==> src/rtl/pcs_defines.svh <==
// Constants for the program counter, return stack and indirect addressing core
`ifndef PCS_DEFINES_SVH
`define PCS_DEFINES_SVH

// ----------------------------------------------------------------
// Register offsets on the software port
// ----------------------------------------------------------------
`define PCS_OFF_INDIRECT_PORT 8'h00
`define PCS_OFF_COUNTER_LOW   8'h02
`define PCS_OFF_STATUS        8'h03
`define PCS_OFF_POINTER       8'h04

// ----------------------------------------------------------------
// Field positions and reset values
// ----------------------------------------------------------------
`define PCS_PAGE_BIT          5
`define PCS_PC_RESET          10'h3FF
`define PCS_PTR_RESET         8'h00
`define PCS_STATUS_RESET      8'h00
`define PCS_STACK_RESET       12'h000
`define PCS_IND_ZERO_READ     8'h00
`define PCS_STATUS_WMASK      8'h20
`define PCS_STACK_DEPTH       2

`endif

==> src/rtl/pcs_pkg.sv <==
// Types for the program counter, return stack and indirect addressing core
package pcs_pkg;

	// Program flow operation requested by the instruction decoder
	typedef enum logic [2:0] {
		PCS_OP_STEP,
		PCS_OP_JUMP,
		PCS_OP_CALL,
		PCS_OP_RETURN,
		PCS_OP_HOLD
	} pcs_op_t;

	// One decoder command with its operands
	typedef struct packed {
		pcs_op_t    op;
		logic [8:0] target;
		logic [7:0] literal;
	} pcs_cmd_t;

	// Data register file access produced by the indirect path
	typedef struct packed {
		logic       wr;
		logic       rd;
		logic [6:0] addr;
		logic [7:0] wdata;
	} pcs_mem_t;

endpackage

==> src/rtl/pcs_core.sv <==
// Program counter, two-level return stack and indirect data addressing core
// Functional notes
// Counter holds next address and increments each cycle unless loaded; a PCS_OP_HOLD command keeps it unchanged.
// Unconditional jump loads counter bits 8:0 from the instruction field.
// Page select bit 5 of status supplies counter bit 9 on loads.
// Counter low byte is a data-space register reading and writing bits 7:0.
// Call or low-byte write loads bits 7:0 and clears bit 8.
// Reset sets counter to last location; it then wraps to 00h.
// Reset clears the page select bit, selecting page 0.
// Two-level, 12-bit hardware return stack, no software push or pop.
// Call copies level 1 into level 2, then counter plus one into level 1.
// Beyond two nested calls only the newest two addresses are kept.
// Return loads counter from level 1, copies level 2 into level 1.
// Return also loads the working register with the literal.
// No overflow flags; repeated returns keep returning level 2.
// Indirect port access goes to the register the pointer selects.
// Indirect read with pointer zero returns 00h.
// Indirect write with pointer zero changes no register.
// Pointer bits 4:0 select address 00h to 1Fh within a bank.
// 14-pin variant: bits 6:5 pick one of four banks, bit 7 reads one.
// 8-pin variant: bit 5 picks one of two banks, bits 7:6 read ones.
// Page select set picks page 1 (200h-3FFh), clear picks page 0.
// Counter is ten bits over two 512-word pages, reset to all ones.
//
// The register addresses and the plain strobed port were decided locally.
`timescale 1ns/1ps
`include "pcs_defines.svh"

module pcs_core
	import pcs_pkg::*;
#(
	parameter int  PC_W     = 10,
	parameter int  STACK_W  = 12,
	parameter bit  FOUR_BANK = 1'b1
) (
	input  wire logic            clk,
	input  wire logic            rst_b,
	input  wire pcs_cmd_t        cmd,
	input  wire logic [7:0]      reg_addr,
	input  wire logic [7:0]      reg_wdata,
	input  wire logic            reg_wr,
	input  wire logic            reg_rd,
	output logic      [7:0]      reg_rdata,
	input  wire logic [7:0]      mem_rdata,
	output pcs_mem_t             mem_req,
	output logic      [PC_W-1:0] prog_addr,
	output logic      [7:0]      work_load,
	output logic                 work_load_en,
	output logic                 page_select_bit
);

	// ----------------------------------------------------------------
	// State
	// ----------------------------------------------------------------
	logic [PC_W-1:0]    pc;
	logic [STACK_W-1:0] stack_lvl [`PCS_STACK_DEPTH];
	logic [STACK_W-1:0] push_src  [`PCS_STACK_DEPTH];
	logic [STACK_W-1:0] pop_src   [`PCS_STACK_DEPTH];
	logic [STACK_W-1:0] stack_l1;
	logic [STACK_W-1:0] stack_l2;
	logic [7:0]         status;
	logic [7:0]         indirect_pointer;
	logic [PC_W-1:0]    next_pc;
	logic [7:0]         next_rdata;

	// ----------------------------------------------------------------
	// Register decode
	// ----------------------------------------------------------------
	wire        hit_ind    = (reg_addr == `PCS_OFF_INDIRECT_PORT);
	wire        hit_pcl    = (reg_addr == `PCS_OFF_COUNTER_LOW);
	wire        hit_status = (reg_addr == `PCS_OFF_STATUS);
	wire        hit_ptr    = (reg_addr == `PCS_OFF_POINTER);
	wire        pcl_write  = reg_wr && hit_pcl;
	wire        ptr_zero   = (indirect_pointer[4:0] == 5'h00) &&
	                         (indirect_pointer[6:5] == 2'b00 || !FOUR_BANK);
	wire [1:0]  bank       = FOUR_BANK ? indirect_pointer[6:5]
	                                   : {1'b0, indirect_pointer[5]};
	wire [7:0]  ptr_view   = FOUR_BANK ? {1'b1, indirect_pointer[6:0]}
	                                   : {2'b11, indirect_pointer[5:0]};
	wire        page       = status[`PCS_PAGE_BIT];
	wire [PC_W-1:0] pc_inc = pc + 1'b1;

	// Decoder operations and indirect strobes
	// A low-byte write overrides the command, so no stack action then
	wire        do_step    = (cmd.op == PCS_OP_STEP) && !pcl_write;
	wire        do_jump    = (cmd.op == PCS_OP_JUMP) && !pcl_write;
	wire        do_call    = (cmd.op == PCS_OP_CALL) && !pcl_write;
	wire        do_return  = (cmd.op == PCS_OP_RETURN) && !pcl_write;
	wire        ind_wr     = reg_wr && hit_ind && !ptr_zero;
	wire        ind_rd     = reg_rd && hit_ind && !ptr_zero;
	wire [6:0]  ind_addr   = {bank, indirect_pointer[4:0]};

	// Load values; bit 9 always comes from the page select bit
	// Bit 8 is cleared on calls and computed jumps, so they stay low in a page
	wire [PC_W-1:0] jump_pc = {page, cmd.target};
	wire [PC_W-1:0] call_pc = {page, 1'b0, cmd.target[7:0]};
	wire [PC_W-1:0] pcl_pc  = {page, 1'b0, reg_wdata};

	// Indirect access forwarded to the register file, the port stores nothing
	assign mem_req = '{wr: ind_wr, rd: ind_rd, addr: ind_addr, wdata: reg_wdata};

	assign prog_addr       = pc;
	assign page_select_bit = page;

	// ----------------------------------------------------------------
	// Next counter selection
	// ----------------------------------------------------------------
	// A low-byte write wins over the decoder command in the same cycle
	always_comb begin
		next_pc = pc_inc;
		if (pcl_write) begin
			next_pc = pcl_pc;
		end else begin
			unique case (cmd.op)
				PCS_OP_STEP:   next_pc = pc_inc;
				PCS_OP_JUMP:   next_pc = jump_pc;
				PCS_OP_CALL:   next_pc = call_pc;
				PCS_OP_RETURN: next_pc = stack_l1[PC_W-1:0];
				PCS_OP_HOLD:   next_pc = pc;
				default:       next_pc = pc_inc;
			endcase
		end
	end

	// Read data mux, answered one cycle after the strobe
	// Unmapped addresses fall through to zero
	always_comb begin
		next_rdata = 8'h00;
		if (hit_ind) begin
			next_rdata = ptr_zero ? `PCS_IND_ZERO_READ : mem_rdata;
		end else if (hit_pcl) begin
			next_rdata = pc[7:0];
		end else if (hit_status) begin
			next_rdata = status;
		end else if (hit_ptr) begin
			next_rdata = ptr_view;
		end
	end

	// ----------------------------------------------------------------
	// Program counter
	// ----------------------------------------------------------------
	always_ff @(posedge clk or negedge rst_b) begin
		if (!rst_b) begin
			pc <= `PCS_PC_RESET;
		end else begin
			pc <= next_pc;
		end
	end

	// ----------------------------------------------------------------
	// Return stack, no depth tracking or flags
	// ----------------------------------------------------------------
	// A call shifts every level down and drops the oldest; a return shifts
	// every level up while the bottom level keeps its value and repeats
	for (genvar g = 0; g < `PCS_STACK_DEPTH; g++) begin : g_level
		if (g == 0) begin : g_top
			assign push_src[g] = STACK_W'(pc_inc);
		end else begin : g_lower
			assign push_src[g] = stack_lvl[g-1];
		end
		if (g == `PCS_STACK_DEPTH - 1) begin : g_bottom
			assign pop_src[g] = stack_lvl[g];
		end else begin : g_upper
			assign pop_src[g] = stack_lvl[g+1];
		end

		// One level of the stack
		always_ff @(posedge clk or negedge rst_b) begin
			if (!rst_b) begin
				stack_lvl[g] <= `PCS_STACK_RESET;
			end else if (do_call) begin
				stack_lvl[g] <= push_src[g];
			end else if (do_return) begin
				stack_lvl[g] <= pop_src[g];
			end
		end
	end

	// Named views of the two levels
	assign stack_l1 = stack_lvl[0];
	assign stack_l2 = stack_lvl[1];

	// ----------------------------------------------------------------
	// Status page bit and pointer registers
	// ----------------------------------------------------------------
	always_ff @(posedge clk or negedge rst_b) begin
		if (!rst_b) begin
			status           <= `PCS_STATUS_RESET;
			indirect_pointer <= `PCS_PTR_RESET;
		end else begin
			if (reg_wr && hit_status) begin
				status <= reg_wdata & `PCS_STATUS_WMASK;
			end
			if (reg_wr && hit_ptr) begin
				indirect_pointer <= reg_wdata;
			end
		end
	end

	// Read data and working register load
	always_ff @(posedge clk or negedge rst_b) begin
		if (!rst_b) begin
			reg_rdata    <= 8'h00;
			work_load    <= 8'h00;
			work_load_en <= 1'b0;
		end else begin
			reg_rdata    <= reg_rd ? next_rdata : 8'h00;
			work_load_en <= do_return;
			work_load    <= cmd.literal;
		end
	end

	// ----------------------------------------------------------------
	// Checks
	// ----------------------------------------------------------------
	AST_STEP: assert property (@(posedge clk) disable iff (!rst_b)
		(cmd.op == PCS_OP_STEP && !pcl_write) |=> pc == $past(pc_inc))
		else $error("counter did not step");
	AST_JUMP: assert property (@(posedge clk) disable iff (!rst_b)
		(cmd.op == PCS_OP_JUMP && !pcl_write) |=> pc[8:0] == $past(cmd.target))
		else $error("jump target wrong");
	AST_PAGE: assert property (@(posedge clk) disable iff (!rst_b)
		(cmd.op inside {PCS_OP_JUMP, PCS_OP_CALL}) |=> pc[9] == $past(page))
		else $error("page bit not applied");
	AST_PCL_WR: assert property (@(posedge clk) disable iff (!rst_b)
		pcl_write |=> pc[8:0] == {1'b0, $past(reg_wdata)})
		else $error("low byte write wrong");
	AST_PCL_RD: assert property (@(posedge clk) disable iff (!rst_b)
		(reg_rd && hit_pcl) |=> reg_rdata == $past(pc[7:0]))
		else $error("low byte read wrong");
	AST_CALL: assert property (@(posedge clk) disable iff (!rst_b)
		(cmd.op == PCS_OP_CALL && !pcl_write) |=>
		stack_l2 == $past(stack_l1) && stack_l1 == STACK_W'($past(pc) + 1'b1))
		else $error("call push wrong");
	AST_RET: assert property (@(posedge clk) disable iff (!rst_b)
		(cmd.op == PCS_OP_RETURN && !pcl_write) |=>
		pc == $past(stack_l1[PC_W-1:0]) && stack_l1 == $past(stack_l2) &&
		stack_l2 == $past(stack_l2))
		else $error("return pop wrong");
	AST_LIT: assert property (@(posedge clk) disable iff (!rst_b)
		(cmd.op == PCS_OP_RETURN && !pcl_write) |=>
		work_load_en && work_load == $past(cmd.literal))
		else $error("literal not loaded");
	AST_IND0: assert property (@(posedge clk) disable iff (!rst_b)
		(reg_rd && hit_ind && ptr_zero) |=> reg_rdata == 8'h00)
		else $error("pointer zero read not zero");
	AST_INDW: assert property (@(posedge clk) disable iff (!rst_b)
		ptr_zero |-> !mem_req.wr)
		else $error("write through pointer zero");
	AST_PTR: assert property (@(posedge clk) disable iff (!rst_b)
		mem_req.addr[4:0] == indirect_pointer[4:0])
		else $error("indirect address wrong");

	// ----------------------------------------------------------------
	// Checks on reset, wrap, counter hold and loads, stack and working register
	// ----------------------------------------------------------------
	// Counter sits at the reset vector at the release edge
	AST_RST_VEC: assert property (@(posedge clk)
		$rose(rst_b) |-> pc == `PCS_PC_RESET)
		else $error("counter not at reset vector");
	// Page 0 is preselected when reset is let go
	AST_RST_PAGE: assert property (@(posedge clk)
		$rose(rst_b) |-> !page)
		else $error("page select not cleared by reset");
	// The instruction at the reset vector is followed by location zero
	AST_WRAP: assert property (@(posedge clk) disable iff (!rst_b)
		(do_step && pc == `PCS_PC_RESET) |=> pc == '0)
		else $error("counter did not wrap to zero");
	// A stalled decoder leaves the counter where it is
	AST_HOLD: assert property (@(posedge clk) disable iff (!rst_b)
		(cmd.op == PCS_OP_HOLD && !pcl_write) |=> $stable(pc))
		else $error("counter moved while held");
	// Calls reach only the low half of a page
	AST_CALL_LOW: assert property (@(posedge clk) disable iff (!rst_b)
		do_call |=> !pc[8] && pc[7:0] == $past(cmd.target[7:0]))
		else $error("call did not clear bit 8");
	// A computed jump takes precedence and leaves the stack alone
	AST_PCL_STACK: assert property (@(posedge clk) disable iff (!rst_b)
		pcl_write |=> $stable(stack_l1) && $stable(stack_l2))
		else $error("stack moved on low byte write");
	// Computed jumps also take their page from the status bit
	AST_PCL_PAGE: assert property (@(posedge clk) disable iff (!rst_b)
		pcl_write |=> pc[PC_W-1] == $past(page))
		else $error("computed jump page wrong");
	// After any return both levels hold the same address
	AST_RET_FILL: assert property (@(posedge clk) disable iff (!rst_b)
		do_return |=> stack_l1 == stack_l2)
		else $error("stack levels differ after return");
	// The working register is only loaded by a return
	AST_LIT_QUIET: assert property (@(posedge clk) disable iff (!rst_b)
		!do_return |=> !work_load_en)
		else $error("working register load without return");

	// ----------------------------------------------------------------
	// Checks on the register port and indirect path
	// ----------------------------------------------------------------
	// Read data are zero outside the cycle after a read strobe
	AST_RD_IDLE: assert property (@(posedge clk) disable iff (!rst_b)
		!reg_rd |=> reg_rdata == 8'h00)
		else $error("read data outside read cycle");
	// Unmapped addresses read as zero
	AST_UNMAPPED: assert property (@(posedge clk) disable iff (!rst_b)
		(reg_rd && !hit_ind && !hit_pcl && !hit_status && !hit_ptr) |=> reg_rdata == 8'h00)
		else $error("unmapped read not zero");
	// Indirect reads return what the register file holds
	AST_IND_RD: assert property (@(posedge clk) disable iff (!rst_b)
		(reg_rd && hit_ind && !ptr_zero) |=> reg_rdata == $past(mem_rdata))
		else $error("indirect read data wrong");
	// Indirect writes reach the register file unchanged
	AST_IND_WR: assert property (@(posedge clk) disable iff (!rst_b)
		(reg_wr && hit_ind && !ptr_zero) |-> mem_req.wr && mem_req.wdata == reg_wdata)
		else $error("indirect write not forwarded");
	// The port addressing itself touches nothing
	AST_IND0_QUIET: assert property (@(posedge clk) disable iff (!rst_b)
		(hit_ind && ptr_zero) |-> !mem_req.wr && !mem_req.rd)
		else $error("indirect access through pointer zero");
	// Pointer writes are kept whole
	AST_PTR_WR: assert property (@(posedge clk) disable iff (!rst_b)
		(reg_wr && hit_ptr) |=> indirect_pointer == $past(reg_wdata))
		else $error("pointer write lost");
	// Unimplemented top pointer bit reads as one in both variants
	AST_PTR_TOP: assert property (@(posedge clk) disable iff (!rst_b)
		(reg_rd && hit_ptr) |=> reg_rdata[7])
		else $error("pointer bit 7 not one");
	// The two-bank variant also reads bit 6 as one
	AST_PTR_PAIR: assert property (@(posedge clk) disable iff (!rst_b)
		(reg_rd && hit_ptr && !FOUR_BANK) |=> reg_rdata[7:6] == 2'b11)
		else $error("pointer bits 7:6 not ones");
	// Four banks come from pointer bits 6:5
	AST_BANK4: assert property (@(posedge clk) disable iff (!rst_b)
		FOUR_BANK |-> mem_req.addr[6:5] == indirect_pointer[6:5])
		else $error("four-bank select wrong");
	// Two banks come from pointer bit 5 alone
	AST_BANK2: assert property (@(posedge clk) disable iff (!rst_b)
		!FOUR_BANK |-> !mem_req.addr[6] && mem_req.addr[5] == indirect_pointer[5])
		else $error("two-bank select wrong");
	// Only the page select bit of status is stored
	AST_STATUS: assert property (@(posedge clk) disable iff (!rst_b)
		(reg_wr && hit_status) |=>
		page == $past(reg_wdata[`PCS_PAGE_BIT]) && (status & ~`PCS_STATUS_WMASK) == 8'h00)
		else $error("status write wrong");
	// The page stays put until software writes status
	AST_PAGE_HOLD: assert property (@(posedge clk) disable iff (!rst_b)
		!(reg_wr && hit_status) |=> $stable(page))
		else $error("page select changed without a write");

endmodule

==> config.mk <==
export PLATFORM = sky130hd
export DESIGN_NAME = pcs_core
export DESIGN_NICKNAME = d
export VERILOG_FILES = /design/src/rtl/pcs_pkg.sv /design/src/rtl/pcs_core.sv
export VERILOG_INCLUDE_DIRS = /design/src /design/src/rtl
export SDC_FILE = /design/constraint.sdc
export NUM_CORES = 1
export LEC_CHECK = 0
export BUFFER_PORTS_ARGS = -buffer_cell sky130_fd_sc_hd__buf_2
export CAP_MARGIN = 20
export CELL_PAD_IN_SITES_DETAIL_PLACEMENT = 1
export CELL_PAD_IN_SITES_GLOBAL_PLACEMENT = 1
export CORE_AREA = 2 2 89 91
export DETAILED_ROUTE_END_ITERATION = 16
export DIE_AREA = 0 0 91 93
export PLACE_DENSITY = 0.94
export SETUP_SLACK_MARGIN = 0.3
export SLEW_MARGIN = 30
export SYNTH_ARGS = -nofsm -noshare
export SYNTH_HDL_FRONTEND = slang
export SYNTH_SLANG_ARGS = --single-unit
==> constraint.sdc <==
create_clock -name clk -period 6.1 [get_ports clk]
set_input_delay 0.915 -clock clk [delete_from_list [all_inputs] [get_ports clk]]
set_output_delay 0.915 -clock clk [all_outputs]
set_load 0.02 [all_outputs]
# Word level (Yosys, flattened, before mapping)

Index checks and enable logic that the tools add are counted.

Bits in registers: 59
Bits of input ports: 48
Output and inout bits: 45
Logic and storage cells: 43

$add $sub $neg: 1
Equal/unequal tests: 8
Multiplexer cells: 10
Reduce and logical (&&, ||, !) cells: 16

Operators with widths:

| kind                                                             | count |
|---|---|
| 8-bit 2-to-1 mux                                                 | 6 |
| 10-bit one-hot mux with 4 select lines                           | 1 |
| 12-bit 2-to-1 mux                                                | 2 |
| 8-bit by 2-bit == test with 1-bit output (second input constant) | 2 |
| 10-bit by 1-bit adder with 10-bit output (second input constant) | 1 |
| 1-bit logical AND                                                | 10 |
| 10-bit 2-to-1 mux                                                | 1 |
| 8-bit by 3-bit == test with 1-bit output (second input constant) | 1 |
| 8-bit logical NOT                                                | 1 |
| 3-bit by 2-bit == test with 1-bit output (second input constant) | 2 |
| 5-bit logical NOT                                                | 1 |
| 3-bit by 1-bit == test with 1-bit output (second input constant) | 1 |
| 3-bit == test (second input constant)                            | 1 |
| 1-bit logical NOT                                                | 2 |
| 2-bit logical NOT                                                | 1 |
| 2-bit != test (second input constant)                            | 1 |
| 2-bit nonzero test                                               | 1 |

# Longest topological paths before layout

Depth after elaboration: 6
Depth in mapped cells: 8
Depth with buffers taken out: 6

# Worst setup path after synthesis

OpenSTA, ideal clock, no wires.

Path type: input-to-output
Start point: input reg_addr[3]
End point: output mem_req[15] (netlist name)
Arrival: 2.571 ns
Data required time: 5.185 ns
Path slack: 2.614 ns
Cell stages on the path: 5
Cell sequence: or4_1 -> buf_2 -> or3b_2 -> nor3_4 -> buf_4

Word-level cells in the longest chain between the ends: 3

RTL lines:

| element                            | RTL line       | source |
|---|---|---|
| start, declared                    | pcs_core.sv:39 | `input wire logic [7:0] reg_addr,` |
| 8-bit logical NOT (no source line) | n/a            |  |
| 1-bit logical AND (2 in series)    | pcs_core.sv:90 | `wire ind_rd = reg_rd && hit_ind && !ptr_zero;` |
| end, declared                      | pcs_core.sv:45 | `output pcs_mem_t mem_req,` |

Every way passes these cells.

==> results.cfg <==
[outcome]
status = complete, no violations

[synth]
postSynthAreaPerCell_sq_um = 10.2
ys_warn_count = 0
synth_cell_types = 55
synthArstFlopShare_pct = 100
seq_area_frac_synth_pct = 45.2
synth_edf_count = 0
syn-instance-count = 302
syn_nets = 351
synth_flop_cell = dfrtp_1
synth_seq_cells = 55
netlist_area_sq_mm = 0.00307

[hold_path]
whs_path_depth = 2
holdCritPathClass = flip-flop to flip-flop
whs_endpoint = stack_l1[1]$_DFFE_PN0P_
holdCritStartpoint = stack_l1[1]$_DFFE_PN0P_

[clock_tree]
clockBufferDepth = 2
clock_latency_ps = 320
cts_resized = 0
cts-htree-levels = 2
cts_made_buffers = 5
cts_hold_buffers = 0
clk_pin_slew_ps = 100
clkSinkCount = 55
root_buffer = clkbuf_8
cts_tree = yes
cts_setup_buffers = 0

[power]
power_density_mw_per_mm2 = 297
peakVddDrop_mv = 0.0971
p_leak_nw = 1.68

[cells_and_area]
multi_input_area_sq_mm = 0.00152
antenna-diode-count = 0
n_fill_cell = 896
final_area_sq_mm = 0.00364
finalNonFillerCells = 481
area.growth.synth_to_final_pct = 18.6
nets = 427
drive_gt1_share_pct = 38.3
ff_latch_area_sq_mm = 0.00139

[critical_path]
crit_chain = buf_2, or4_1, or3b_2, nor3_4, buf_2
r2r_slack_ps = 3870
path_buf_inv = 2
crit_fanout = 9
cp-start-kind = input pin
reg2reg_depth = 6
cp_common_cell = buf_2
slowest_stage = or4_1
worstSetupPathType = input pin to output pin
cpPeakStageDelay_ps = 640
worstReg2RegEnd = stack_l1[8]$_DFFE_PN0P_
cp_top_family = simple AND/OR/NAND/NOR gates
reg2reg_from = prog_addr[0]$_DFFE_PN1P_
setup.worst_path.end_class = output pin
crit_required_ps = 5180
crit_arrival_ps = 2840

[detailed_routing]
drt_iter0_markers = 137
drc = 0
routedWlPerCell_um = 18.3
viasPerCell = 5.43
dr.pass1.iters = 4
routed_wl_um = 8820
ant_nets = 0
vias = 2610

[timing]
setup_viol = 0
tightest_slew_ps = 825
setup_tns_ps = 0
fmax_mhz = 267
fin_skew_ps = 4.50
fin_crit_ps = 3750
relSlewSlack_pct = 44.5
final-hold-violation-count = 0
fin_crit_sh_pct = 61.5
rsz0062_at_grt = false
slew_violations = 0

[floorplanning]
core-area_sq_mm = 0.00753
boundaryPins = 93
fp.dieArea_sq_mm = 0.00846
core.rowCount = 32
fp.dieH_um = 93
die_x_um = 91
initial_utilization_pct = 40.8

[global_routing]
grt_pass1_vias = 2874
grt_max_degree = 56
grt-ovfl-total = 0
grt_pass1_wl_um = 14800
grt_antenna_before_repair = 0
grt.total_usage_pct = 22.0

[flow_run]
cap_violations = 0

[place]
place_congestion = 0.880
dp_cells = 473
postPlaceCellArea_sq_mm = 0.00353
port_buffers = 92
hpwl_um = 6560
## report_power, final
part	leakage [nW]	total [mW]	internal, mW	switching, mW
clock	0.0514	0.248	0.123	0.126
sequential	0.682	0.525	0.449	0.0755
combinational	0.947	0.308	0.145	0.163
## worst max path at each step
stage	start	endpoint	slack [ps]	cells after the start
floorplan	reg_addr[3]	mem_req[15]	2610	5
global placement	reg_addr[3]	mem_req[15]	2430	5
detailed placement	reg_addr[3]	mem_req[15]	2340	5
CTS	reg_addr[3]	mem_req[15]	2340	5
global route	reg_addr[3]	mem_req[15]	2280	5
finish	reg_addr[3]	mem_req[15]	2350	5
## layout make-up
class	count	share of cell area [%]
Multi-Input combinational cell	215	41.6
Timing Repair Buffer	93	12.9
Sequential cell	55	38.1
Tap cell	102	3.51
Inverter	8	0.825
Clock buffer	6	1.99
Clock inverter	2	1.03
## layout by cell type, fill, tap and decap left out, drive strengths merged, types with 3 or more instances in the layout
cell	instances
buf	93
dfrtp	45
nand2	34
o21ai	27
mux2	25
nor2	23
a21oi	15
mux2i	12
dfstp	10
xnor2	9
inv	8
nor3	7
a211oi	6
clkbuf	6
o211ai	5
nand3	5
nand2b	4
or4	4
nor4	4
nor2b	3
nor3b	3
## flip-flops by register name (all words and copies together) (netlist names)
signal and count:
work_load_en 1, stack_l2 10, status 1, work_load 8, prog_addr 10, stack_l1 10, reg_rdata 8, indirect_pointer 7
## routing by layer
metal,share of wire [%],global-route usage (%),vias to the layer above
met5,0,0,-
met4,1.0,4.67,0
met1,44,28.1,1301
met2,50,38.9,81
met3,5.0,4.51,8
li1,-,-,1220
## through the flow
stage	total power [mW]	hold slack (ps)	util, %	worst slack [ps]
2_1_floorplan	0.725	465	-	2610
3_3_place_gp	0.812	479	46.9	2430
3_5_place_dp	0.837	499	46.9	2340
4_1_cts	1.09	523	48.3	2340
5_1_grt	1.14	553	48.4	2280
6_report	1.08	518	48.4	2350
## logic make-up after synthesis
kind of cell | Yosys count | share of synthesized area (%)
AND/OR/NAND/NOR | 91 | 16.0
AO/OA/AOI/OAI | 74 | 15.1
flip-flops | 55 | 45.2
multiplexers | 37 | 14.3
buffers and inverters | 32 | 5.46
XOR/XNOR | 11 | 3.14
adder cells (fa/ha/maj) | 2 | 0.733
## cell usage after synthesis, drive strengths merged (3+ instances only)
| library cell | instances | area share [%] |
|---|---|---|
| o21ai | 27 | 4.4 |
| o211ai | 5 | 1.2 |
| nor2 | 23 | 3.3 |
| nand2b | 4 | 0.81 |
| clkbuf | 7 | 0.86 |
| or4 | 4 | 1.1 |
| a21oi | 15 | 2.4 |
| dfrtp | 45 | 37 |
| xnor2 | 9 | 2.6 |
| buf | 17 | 3.6 |
| inv | 8 | 0.98 |
| nand3 | 5 | 1.2 |
| nor4 | 4 | 1.0 |
| nand2 | 34 | 4.2 |
| nor3b | 3 | 1.1 |
| nor2b | 3 | 0.61 |
| mux2 | 25 | 10 |
| dfstp | 10 | 8.6 |
| mux2i | 12 | 3.9 |
| nor3 | 7 | 1.5 |
| a211oi | 6 | 1.5 |
## tightest hold or removal path: stages, from the launching register on
cell and delay (ps):
dfrtp_1 370, nand2_1 50, o21ai_0 60
Power figures use the tool's default switching activity.
